## config.mk

```make
export PLATFORM = sky130hd
export DESIGN_NAME = strap_regmap
export DESIGN_NICKNAME = d
export VERILOG_FILES = /design/src/strap_regmap.v
export VERILOG_INCLUDE_DIRS = /design/src /design/src/inc
export SDC_FILE = /design/constraint.sdc
export NUM_CORES = 2
export LEC_CHECK = 0
export BUFFER_PORTS_ARGS = -buffer_cell sky130_fd_sc_hd__buf_4
export CAP_MARGIN = 20
export CORE_AREA = 2 2 447 449
export CTS_CLUSTER_SIZE = 30
export DETAILED_ROUTE_END_ITERATION = 10
export DIE_AREA = 0 0 449 451
export HOLD_SLACK_MARGIN = 0.1
export PLACE_DENSITY = 0.64
export SKIP_LAST_GASP = 1
export SLEW_MARGIN = 20
export SYNTH_ARGS = -nofsm -noshare
export SYNTH_HDL_FRONTEND = slang
export SYNTH_SLANG_ARGS = --single-unit
```

## constraint.sdc

```tcl
create_clock -name clk_sys -period 15 [get_ports clk_sys]
set_clock_uncertainty 0.1 [all_clocks]
set_input_delay 3.75 -clock clk_sys [delete_from_list [all_inputs] [get_ports clk_sys]]
set_output_delay 3.75 -clock clk_sys [all_outputs]
set_load 0.05 [all_outputs]
```

## src/inc/strap_regmap_consts.vh

```
// register offsets, reset values and strap encodings of the configuration block
`ifndef STRAP_REGMAP_CONSTS_VH
`define STRAP_REGMAP_CONSTS_VH
`define OFS_NET_CONTROL     8'h00
`define OFS_NET_STATUS      8'h01
`define OFS_TX_CONTROL      8'h02
`define OFS_RX_CONTROL      8'h05
`define OFS_RX_STATUS       8'h06
`define OFS_RX_OVF_COUNT    8'h07
`define OFS_BP_THRESH       8'h08
`define OFS_FLOW_THRESH     8'h09
`define OFS_FLOW_CONTROL    8'h0a
`define OFS_EP_CONTROL      8'h0b
`define OFS_EP_ADDRESS      8'h0c
`define OFS_EP_DATA_LO      8'h0d
`define OFS_EP_DATA_HI      8'h0e
`define OFS_WAKEUP_CONTROL  8'h0f
`define OFS_STATION_FIRST   8'h10
`define OFS_STATION_LAST    8'h15
`define OFS_MCAST_FIRST     8'h16
`define OFS_MCAST_LAST      8'h1d
`define OFS_GP_CONTROL      8'h1e
`define OFS_GP_DATA         8'h1f
`define OFS_MAKER_LO        8'h28
`define OFS_MAKER_HI        8'h29
`define OFS_PART_LO         8'h2a
`define OFS_PART_HI         8'h2b
`define OFS_REVISION        8'h2c
`define OFS_TX_SPECIAL      8'h2d
`define OFS_EXT_PHY_FORCE   8'h2e
`define OFS_TX_CSUM         8'h31
`define OFS_RX_CSUM         8'h32
`define OFS_EXT_PHY_ADDR    8'h33
`define OFS_PORT2_CONTROL   8'h34
`define OFS_PORT2_DATA      8'h35
`define OFS_PORT3_CONTROL   8'h36
`define OFS_PORT3_DATA      8'h37
`define OFS_EP_CONTROL2     8'h3a
`define OFS_PAUSE_CSR       8'h3d
`define OFS_CNT_FIRST       8'h81
`define OFS_CNT_LAST        8'h86
`define OFS_MODE_CONTROL    8'h91
`define OFS_SQUELCH         8'h95
`define OFS_USB_ADDR_A      8'h96
`define OFS_USB_DEV_ADDR    8'hf0
`define OFS_RX_TALLY        8'hf1
`define OFS_TX_TALLY        8'hf2
`define OFS_USB_CONTROL     8'hf4
`define RST_ZERO            8'h00
`define RST_BP_THRESH       8'h37
`define RST_FLOW_THRESH     8'h38
`define RST_EP_ADDRESS      8'h40
`define RST_GP_CONTROL      8'h01
`define RST_EXT_PHY_ADDR    8'h01
`define RST_PAUSE_CSR       8'h04
`define RST_SQUELCH         8'h04
`define RST_TX_TALLY        8'h10
`define RST_MCAST_LAST      8'h80
`define PHY_IF_MII          2'b00
`define PHY_IF_REV_MII      2'b01
`define PHY_IF_RMII         2'b10
`define PHY_IF_RESERVED     2'b11
`define NCR_SW_RESET_BIT    0
`define NCR_CLEAR_MODE_BIT  5
`define SW_RESET_TIME_NS    10000
`define CLK_PERIOD_NS       8
`define SW_RESET_CYCLES     (`SW_RESET_TIME_NS / `CLK_PERIOD_NS)
`endif

```

## src/strap_regmap.v

```verilog
// strap sampling, gpio port muxing and vendor register map of the usb network controller
`timescale 1ns/100ps
`include "strap_regmap_consts.vh"
module strap_regmap #(
  parameter [15:0] MAKER_CODE    = 16'h1234,  // arbitrary value
  parameter [15:0] PART_CODE     = 16'h5678,  // arbitrary value
  parameter [7:0]  REVISION_CODE = 8'h0a,     // arbitrary value
  parameter [31:0] SW_RESET_CYC  = `SW_RESET_CYCLES
) (
  // clock and reset
  input  wire        clk_sys,
  input  wire        sys_rst,
  // strap and mode pins
  input  wire        phy_if_strap_hi,
  input  wire        phy_if_strap_lo,
  input  wire        eeprom_type_strap,
  input  wire        rx_header_format_strap,
  input  wire        clock_source_strap,
  input  wire        test_mode_one_pin,
  // decoded strap settings and software reset state
  output reg  [1:0]  phy_if_mode_ff,
  output reg         eeprom_force_small_ff,
  output reg         rx_header_four_ff,
  output reg         clk_from_crystal_ff,
  output reg         gpio_mode_ff,
  output reg         sw_reset_active_ff,
  // vendor register command port
  input  wire        cmd_wr,
  input  wire        cmd_rd,
  input  wire [7:0]  cmd_offset,
  input  wire [7:0]  cmd_wdata,
  output reg  [7:0]  cmd_rdata_ff,
  output reg         cmd_rvalid_ff,
  // station address load from eeprom
  input  wire        eeprom_load_valid,
  input  wire [2:0]  eeprom_load_index,
  input  wire [7:0]  eeprom_load_byte,
  // statistics events, one cycle pulses
  input  wire [5:0]  stat_event,
  // gpio ports 2 and 3
  input  wire [7:0]  port2_in,
  output reg  [7:0]  port2_out_ff,
  output reg  [7:0]  port2_oe_n_ff,
  input  wire [7:0]  port3_in,
  output reg  [7:0]  port3_out_ff,
  output reg  [7:0]  port3_oe_n_ff
);

  // ****************
  // pin synchronisers
  // ****************
  reg  [5:0]  strap_meta_ff;
  reg  [5:0]  strap_sync_ff;
  reg  [15:0] port_meta_ff;
  reg  [15:0] port_sync_ff;
  reg         rst_seen_ff;

  always @(posedge clk_sys) begin
    strap_meta_ff <= {test_mode_one_pin, clock_source_strap, rx_header_format_strap,
                      eeprom_type_strap, phy_if_strap_lo, phy_if_strap_hi};
    strap_sync_ff <= strap_meta_ff;
    port_meta_ff  <= {port3_in, port2_in};
    port_sync_ff  <= port_meta_ff;
  end

  // ****************
  // strap latch
  // ****************
  // straps settle during reset; capture on the first edge after release only
  always @(posedge clk_sys) begin
    if (sys_rst) begin
      rst_seen_ff           <= 1'b1;
      phy_if_mode_ff        <= `PHY_IF_MII;
      eeprom_force_small_ff <= 1'b0;
      rx_header_four_ff     <= 1'b0;
      clk_from_crystal_ff   <= 1'b0;
      gpio_mode_ff          <= 1'b0;
    end else if (rst_seen_ff) begin
      rst_seen_ff           <= 1'b0;
      phy_if_mode_ff        <= {strap_sync_ff[0], strap_sync_ff[1]};
      eeprom_force_small_ff <= strap_sync_ff[2];
      rx_header_four_ff     <= strap_sync_ff[3];
      clk_from_crystal_ff   <= strap_sync_ff[4];
      gpio_mode_ff          <= strap_sync_ff[5];
    end
  end

  // ****************
  // register storage
  // ****************
  reg  [7:0]  plain_ff [0:255];
  reg  [7:0]  station_ff [0:5];
  reg  [7:0]  count_ff [0:5];
  reg  [31:0] swr_cnt_ff;
  wire        soft_rst;
  wire        reg_rst;
  wire        clr_mode;
  wire        wr_hit_ctl;
  integer     i;

  assign soft_rst   = sw_reset_active_ff;
  assign reg_rst    = sys_rst | soft_rst;
  assign clr_mode   = plain_ff[`OFS_NET_CONTROL][`NCR_CLEAR_MODE_BIT];
  assign wr_hit_ctl = cmd_wr & (cmd_offset == `OFS_NET_CONTROL);

  // software reset: held for the settle time, or ended early by any control write with bit 0 clear
  always @(posedge clk_sys) begin
    if (sys_rst) begin
      sw_reset_active_ff <= 1'b0;
      swr_cnt_ff         <= 32'h0000_0000;
    end else if (wr_hit_ctl & cmd_wdata[`NCR_SW_RESET_BIT]) begin
      sw_reset_active_ff <= 1'b1;
      swr_cnt_ff         <= SW_RESET_CYC;
    end else if (wr_hit_ctl | (swr_cnt_ff == 32'h0000_0001)) begin
      sw_reset_active_ff <= 1'b0;
      swr_cnt_ff         <= 32'h0000_0000;
    end else if (swr_cnt_ff != 32'h0000_0000) begin
      swr_cnt_ff <= swr_cnt_ff - 32'h0000_0001;
    end
  end

  function [7:0] rst_value;
    input [7:0] ofs;
    begin
      case (ofs)
        `OFS_BP_THRESH:    rst_value = `RST_BP_THRESH;
        `OFS_FLOW_THRESH:  rst_value = `RST_FLOW_THRESH;
        `OFS_EP_ADDRESS:   rst_value = `RST_EP_ADDRESS;
        `OFS_GP_CONTROL:   rst_value = `RST_GP_CONTROL;
        `OFS_EXT_PHY_ADDR: rst_value = `RST_EXT_PHY_ADDR;
        `OFS_PAUSE_CSR:    rst_value = `RST_PAUSE_CSR;
        `OFS_SQUELCH:      rst_value = `RST_SQUELCH;
        `OFS_TX_TALLY:     rst_value = `RST_TX_TALLY;
        `OFS_MCAST_LAST:   rst_value = `RST_MCAST_LAST;
        default:           rst_value = `RST_ZERO;
      endcase
    end
  endfunction

  function is_writable;
    input [7:0] ofs;
    begin
      case (ofs)
        `OFS_RX_STATUS, `OFS_RX_OVF_COUNT, `OFS_RX_TALLY, `OFS_TX_TALLY,
        `OFS_MAKER_LO, `OFS_MAKER_HI, `OFS_PART_LO, `OFS_PART_HI,
        `OFS_REVISION: is_writable = 1'b0;
        default:       is_writable = 1'b1;
      endcase
    end
  endfunction

  // general byte registers; station, counter and identity offsets are just unused slots
  always @(posedge clk_sys) begin
    if (reg_rst) begin
      for (i = 0; i < 256; i = i + 1) begin
        plain_ff[i] <= rst_value(i[7:0]);
      end
    end else if (cmd_wr & is_writable(cmd_offset)) begin
      plain_ff[cmd_offset] <= cmd_wdata;
    end
  end

  // station address: no reset value, only eeprom load or host write
  always @(posedge clk_sys) begin
    if (eeprom_load_valid && (eeprom_load_index < 3'd6)) begin
      station_ff[eeprom_load_index] <= eeprom_load_byte;
    end else if (cmd_wr && (cmd_offset >= `OFS_STATION_FIRST)
                 && (cmd_offset <= `OFS_STATION_LAST)) begin
      station_ff[cmd_offset[2:0] - 3'd0] <= cmd_wdata;
    end
  end

  // ****************
  // statistics counters
  // ****************
  // read clears unless clear-on-write mode is on (any write clears); a same-cycle event still counts
  wire [7:0] cnt_idx;
  assign cnt_idx = cmd_offset - `OFS_CNT_FIRST;

  always @(posedge clk_sys) begin
    for (i = 0; i < 6; i = i + 1) begin
      if (reg_rst) begin
        count_ff[i] <= 8'h00;
      end else if (((cmd_rd & ~clr_mode) | (cmd_wr & clr_mode))
                   && (cnt_idx == i[7:0]) && (cmd_offset >= `OFS_CNT_FIRST)) begin
        count_ff[i] <= stat_event[i] ? 8'h01 : 8'h00;
      end else if (stat_event[i]) begin
        count_ff[i] <= count_ff[i] + 8'h01;
      end
    end
  end

  // ****************
  // read path
  // ****************
  reg [7:0] nxt_rdata;

  always @* begin
    nxt_rdata = plain_ff[cmd_offset];
    if ((cmd_offset >= `OFS_STATION_FIRST) && (cmd_offset <= `OFS_STATION_LAST)) begin
      nxt_rdata = station_ff[cmd_offset[2:0]];
    end else if ((cmd_offset >= `OFS_CNT_FIRST) && (cmd_offset <= `OFS_CNT_LAST)) begin
      nxt_rdata = count_ff[cnt_idx[2:0]];
    end else begin
      case (cmd_offset)
        `OFS_MAKER_LO:   nxt_rdata = MAKER_CODE[7:0];
        `OFS_MAKER_HI:   nxt_rdata = MAKER_CODE[15:8];
        `OFS_PART_LO:    nxt_rdata = PART_CODE[7:0];
        `OFS_PART_HI:    nxt_rdata = PART_CODE[15:8];
        `OFS_REVISION:   nxt_rdata = REVISION_CODE;
        `OFS_PORT2_DATA: nxt_rdata = (plain_ff[`OFS_PORT2_DATA] & plain_ff[`OFS_PORT2_CONTROL])
                                     | (port_sync_ff[7:0] & ~plain_ff[`OFS_PORT2_CONTROL]);
        `OFS_PORT3_DATA: nxt_rdata = (plain_ff[`OFS_PORT3_DATA] & plain_ff[`OFS_PORT3_CONTROL])
                                     | (port_sync_ff[15:8] & ~plain_ff[`OFS_PORT3_CONTROL]);
        default:         nxt_rdata = plain_ff[cmd_offset];
      endcase
    end
  end

  always @(posedge clk_sys) begin
    if (sys_rst) begin
      cmd_rdata_ff  <= 8'h00;
      cmd_rvalid_ff <= 1'b0;
    end else begin
      cmd_rvalid_ff <= cmd_rd;
      if (cmd_rd) begin
        cmd_rdata_ff <= nxt_rdata;
      end
    end
  end

  // ****************
  // gpio pin drive
  // ****************
  // control bit 1 means output; pins float unless in gpio mode
  always @(posedge clk_sys) begin
    if (sys_rst) begin
      port2_out_ff  <= 8'h00;
      port3_out_ff  <= 8'h00;
      port2_oe_n_ff <= 8'hff;
      port3_oe_n_ff <= 8'hff;
    end else begin
      port2_out_ff  <= plain_ff[`OFS_PORT2_DATA];
      port3_out_ff  <= plain_ff[`OFS_PORT3_DATA];
      port2_oe_n_ff <= ~(plain_ff[`OFS_PORT2_CONTROL] & {8{gpio_mode_ff}});
      port3_oe_n_ff <= ~(plain_ff[`OFS_PORT3_CONTROL] & {8{gpio_mode_ff}});
    end
  end

endmodule
```

# [Word level (Yosys, flattened, before mapping)]
# Memories as Yosys holds them, arrays and structs flattened.
# Index checks and enable logic that the tools add are counted.
[word_totals] reg_bits=125 mem_bits_rw=2144 in_bits=60 out_inout_bits=48 word_cells=206 mem_count=3
[mem_list] memory="plain_ff" words=256 width=8 read_ports=6 rd_clocked_by_memory_dff=0 write_ports=256 line="strap_regmap.v:91" rtl="reg [7:0] plain_ff [0:255];"
[mem_list] memory="count_ff" words=6 width=8 read_ports=7 rd_clocked_by_memory_dff=0 write_ports=6 line="strap_regmap.v:93" rtl="reg [7:0] count_ff [0:5];"
[mem_list] memory="station_ff" words=6 width=8 read_ports=1 rd_clocked_by_memory_dff=0 write_ports=1 line="strap_regmap.v:92" rtl="reg [7:0] station_ff [0:5];"
[op_classes] n_addsub=8 n_lt_le_gt_ge=5 n_eq_ne=17 mux=95 n_bitwise=33 n_reduce_logical=26
[op_table] cell="$mux 8" count=25
[op_table] cell="$mux 1" count=65
[op_table] cell="$eq 8x6->1 const B" count=7
[op_table] cell="$pmux 8 s7" count=1
[op_table] cell="$add 8x1->8 const B" count=6
[op_table] cell="$and 8x8->8" count=6
[op_table] cell="$mux 11" count=3
[op_table] cell="$eq 32x1->1 const B" count=1
[op_table] cell="$eq 8x3->1 const B" count=4
[op_table] cell="$not 8->8" count=4
[op_table] cell="$reduce_bool 32->1" count=1
[op_table] cell="$sub 32x1->32 const B" count=1
[op_table] cell="$logic_and 1x1->1" count=17
[op_table] cell="$eq 8x2->1 const B" count=2
[op_table] cell="$eq 8x8->1 const B" count=2
[op_table] cell="$logic_not 8->1" count=2
[op_table] cell="$or 8x8->8" count=2
[op_table] cell="$reduce_or 8->1" count=2
[op_table] cell="$or 1x1->1" count=15
[op_table] cell="$reduce_or 9->1" count=1
[op_table] cell="$eq 8x1->1 const B" count=1
[op_table] cell="$ge 8x5->1 const B" count=1
[op_table] cell="$ge 8x8->1 const B" count=1
[op_table] cell="$le 8x5->1 const B" count=1
[op_table] cell="other kinds (9)" count=13

# [Logic depth before layout (Yosys ltp)]
# An unclocked memory read counts as a cell.
[depth] depth_word=11 mapped_depth=17 mapped_depth_nobuf=9

# [Worst setup path after synthesis]
# Ideal clock, no wire load.
[synth_path] path_type="input to register" from="input cmd_offset[1]" to="memory plain_ff[190][0], enable pin" setup_ps=384 arrival_ps=7675 required_time_ps=14516 path_slack_ps=6841 stages=16 path_buffers=7 cell_sequence="buf_4 -> buf_2 -> buf_2 -> buf_2 -> buf_2 -> buf_2 -> inv_1 -> ha_1 -> or4_1 -> and4_1 -> nor2_1 -> o21ai_1 -> nor2_1 -> nand2_1 -> clkbuf_1 -> o21ai_0"
[synth_rtl] item="start, declared" line="strap_regmap.v:30" rtl="input wire [7:0] cmd_offset,"
[synth_rtl] item="end, declared" line="strap_regmap.v:91"

==> impl_metrics.yaml <==
setup_path:
  r2r_cells: 9
  arrival_ns: 9.14
  regToRegStartpoint: "sw_reset_active_ff$_SDFFE_PP0P_"
  rrSetupSlack_ns: 10.26
  timing.rr.end: "plain_ff[94][4]$_SDFFCE_PN0P_"
  criticalPathCategory: "in2reg"
  crit_path_end_kind: "register"
  cp_common_cell: "nor2_1"
  critical_path_required_ns: 15.37
  crit_fanout: 90
  crit_path_cell_trace: "buf_8 -> buf_4 -> ha_1 -> or4_1 -> and4_1 -> nor2_1 -> o21ai_1 -> nor2_1 -> nand2_4 -> buf_12 -> o21ai_0"
  cpPeakStageDelay_ns: 0.91
  crit_path_top_delay_cell: "o21ai_0"
  startpoint_type: "primary input"
clock_network:
  ctsRootBufferMaster: "clkbuf_16"
  cts_resized: 0
  htreeDepth: 4
  post-cts-setup-buffers: 0
  cts_tree: "built"
  holdBufCountCts: 0
  clockBufferDepth: 3
  insertion_delay_ns: 0.89
  cts_sinks: 2269
  clk_pin_slew_ns: 0.07
  cts_buffers: 226
worst_hold_path:
  hold_path_class: "reg2reg"
  min_to: "port_sync_ff[5]$_DFF_P_"
  whs_path_depth: 0
  min_from: "port_meta_ff[5]$_DFF_P_"
final_layout:
  seqCellArea_um2: 66900
  syn_to_final_growth_pct: 11.1
  nets: 7006
  multi_input_area_um2: 29100
  utilization_pct: 55.1
  layout-drive-gt1-share_pct: 17.3
  fillCellCount: 15820
synth:
  synth_area_leaders: "edfxtp_1 (65%), mux4_2 (12%), nor2_1 (8.0%)"
  synth_area_um2: 98300
  ys_warn_count: 0
  synth_enable_flop_cells: 2144
  synth.distinct_cells: 83
  ys_async_sr_fraction_pct: 0
  ys_seq_area_share_pct: 68.0
  yosysMostFrequentCell: "edfxtp_1"
  yosys.area.top_type: "edfxtp_1"
  avgSynthCellArea_um2: 14.1
  post-synth-top-area-fraction_pct: 65.5
  synthCells: 6993
  ys_top_cells_by_count: "edfxtp_1 (2,144), nor2_1 (2,085), clkbuf_1 (518), mux4_2 (514), nand2_1 (268)"
  synth-seq-cells: 2269
  synth_ff_type: "edfxtp_1"
drt:
  wl_per_cell_um: 30.7
  dr.pass1.iters: 7
  vias: 62375
  drtAntennaViolNets: 0
  drcViolationCount: 0
  drt_first_iter_violations: 9399
  routed_via_density: 6.37
  drt_wl_total_mm: 300
die:
  die_area_um2: 202000
  ioPinCount: 108
  dieHeight_um: 451
  start_util_pct: 49.6
  core-area_um2: 198000
  num_rows: 164
  die_x_um: 449
global_routing:
  grt_pass1_wl_mm: 430
  grt_pass1_vias: 59759
  grt_max_degree: 174
  grt.total_usage_pct: 29.4
  gr-total-overflow: 0
  antenna_found_initial: 12
sta:
  rsz0062_at_grt: "false"
  drv_slew: 0
  hold_viol_final: 0
  setup_tns_ns: 0
  clock.fmax_mhz: 114
  finalCriticalPeriod_ns: 8.77
  slew_headroom_pct: 19.7
  fin_crit_sh_pct: 58.5
  finalSetupViolCount: 0
  tightest_slew_ns: 1.20
place:
  place_hpwl_mm: 194
  portBuffers: 107
  gp_congestion: 0.984
run_status:
  status: "complete, no violations"
power:
  power_leakage_nw: 34.6
  power-per-cell-area_nw_per_um2: 133
  peakVddDrop_mv: 0.130
flow_run:
  drv_cap: 0
==> cell families after synthesis <==
| logic type | synth area share (%) |
|---|---|
| buffers and inverters | 2.84 |
| xor gates and xnor gates | 0.570 |
| other | 0.00764 |
| adders and majority gates | 0.165 |
| and+or+nand+nor | 10.9 |
| DFF | 68.0 |
| AOI/OAI and AO/OA | 3.99 |
| muxes | 13.5 |
==> worst max-delay path: cells and delay by family <==
kind	cells	cell delay, ns
buffers and inverters	3	1.08
and+or+nand+nor	5	2.20
AOI/OAI and AO/OA	2	1.14
adders and majority gates	1	0.69
==> worst max path at each step <==
stage                  startpoint  slack [ns]                             end  cells past startpoint
detailed placement  cmd_offset[1]        5.40  plain_ff[232][5]$_SDFFCE_PN0P_                     11
global placement    cmd_offset[1]        5.50  plain_ff[111][4]$_SDFFCE_PN0P_                     11
global route        cmd_offset[1]        6.10   plain_ff[94][1]$_SDFFCE_PN0P_                     11
floorplan           cmd_offset[1]        6.84  plain_ff[190][0]$_SDFFCE_PN0P_                     16
finish              cmd_offset[1]        6.23   plain_ff[94][4]$_SDFFCE_PN0P_                     11
CTS                 cmd_offset[1]        6.31  plain_ff[232][3]$_SDFFCE_PN0P_                     11
==> per-layer routing <==
| layer | part of all wire (%) | track usage (%) | up-vias |
|---|---|---|---|
| li1 | - | - | 25646 |
| met3 | 13 | 8.30 | 701 |
| met2 | 46 | 45.0 | 4180 |
| met1 | 37 | 39.5 | 31834 |
| met4 | 4.9 | 12.6 | 14 |
| met5 | 0.15 | 1.11 | - |
==> per-stage QoR <==
stage	instance area, um^2	instances	power (W)	hold slack [ns]	setup slack (ns)
after floorplan	98600	7063	0.00838	0.210	6.84
after global placement	102000	9357	0.00887	0.211	5.50
after detailed placement	102000	9360	0.00889	0.212	5.40
after CTS	109000	9781	0.0145	0.222	6.31
after global routing	109000	9785	0.0149	0.231	6.10
final	109000	9789	0.0145	0.223	6.23
==> registers in the layout, indices dropped and copies added (netlist names), 6 cells and up <==
name           count
plain_ff        2048
count_ff          48
station_ff        48
swr_cnt_ff        32
port_meta_ff      16
port_sync_ff      16
cmd_rdata_ff       8
port2_oe_n_ff      8
port2_out_ff       8
port3_oe_n_ff      8
port3_out_ff       8
strap_meta_ff      6
strap_sync_ff      6
==> layout make-up <==
type                    instances  share of cell area (%)
flip-flops and latches       2269                    61.2
clock inverters               145                    1.34
multi-input cells            4107                    26.6
well taps                    2656                    3.04
repair buffers                299                    2.19
diodes                          7                  0.0160
inverters                      30                   0.103
clock buffers                 276                    5.43
==> cell usage in the layout (no fill, tap or decap), types with 30 or more instances in the layout <==
cell / instances
clkinv_1: 41
xor2_1: 34
mux4_2: 514
o21ai_0: 143
clkbuf_16: 230
clkinv_2: 49
conb_1: 72
o21ai_1: 142
nor2_1: 2081
edfxtp_1: 2144
a21oi_1: 54
dfxtp_1: 125
clkbuf_1: 45
a22oi_1: 112
xnor2_1: 30
nand3_1: 79
nand2_1: 252
buf_4: 282
mux2i_1: 144
and3_1: 45
==> where the power goes <==
part / switching, W / leakage (nW) / total (W) / internal [W]
clock network: 0.00250 / 3.61 / 0.00570 / 0.00320
registers: 0.000165 / 21.5 / 0.00744 / 0.00728
logic: 0.000861 / 9.48 / 0.00136 / 0.000496
total: 0.00352 / 34.6 / 0.0145 / 0.0110
Power figures use the tool's default switching activity.
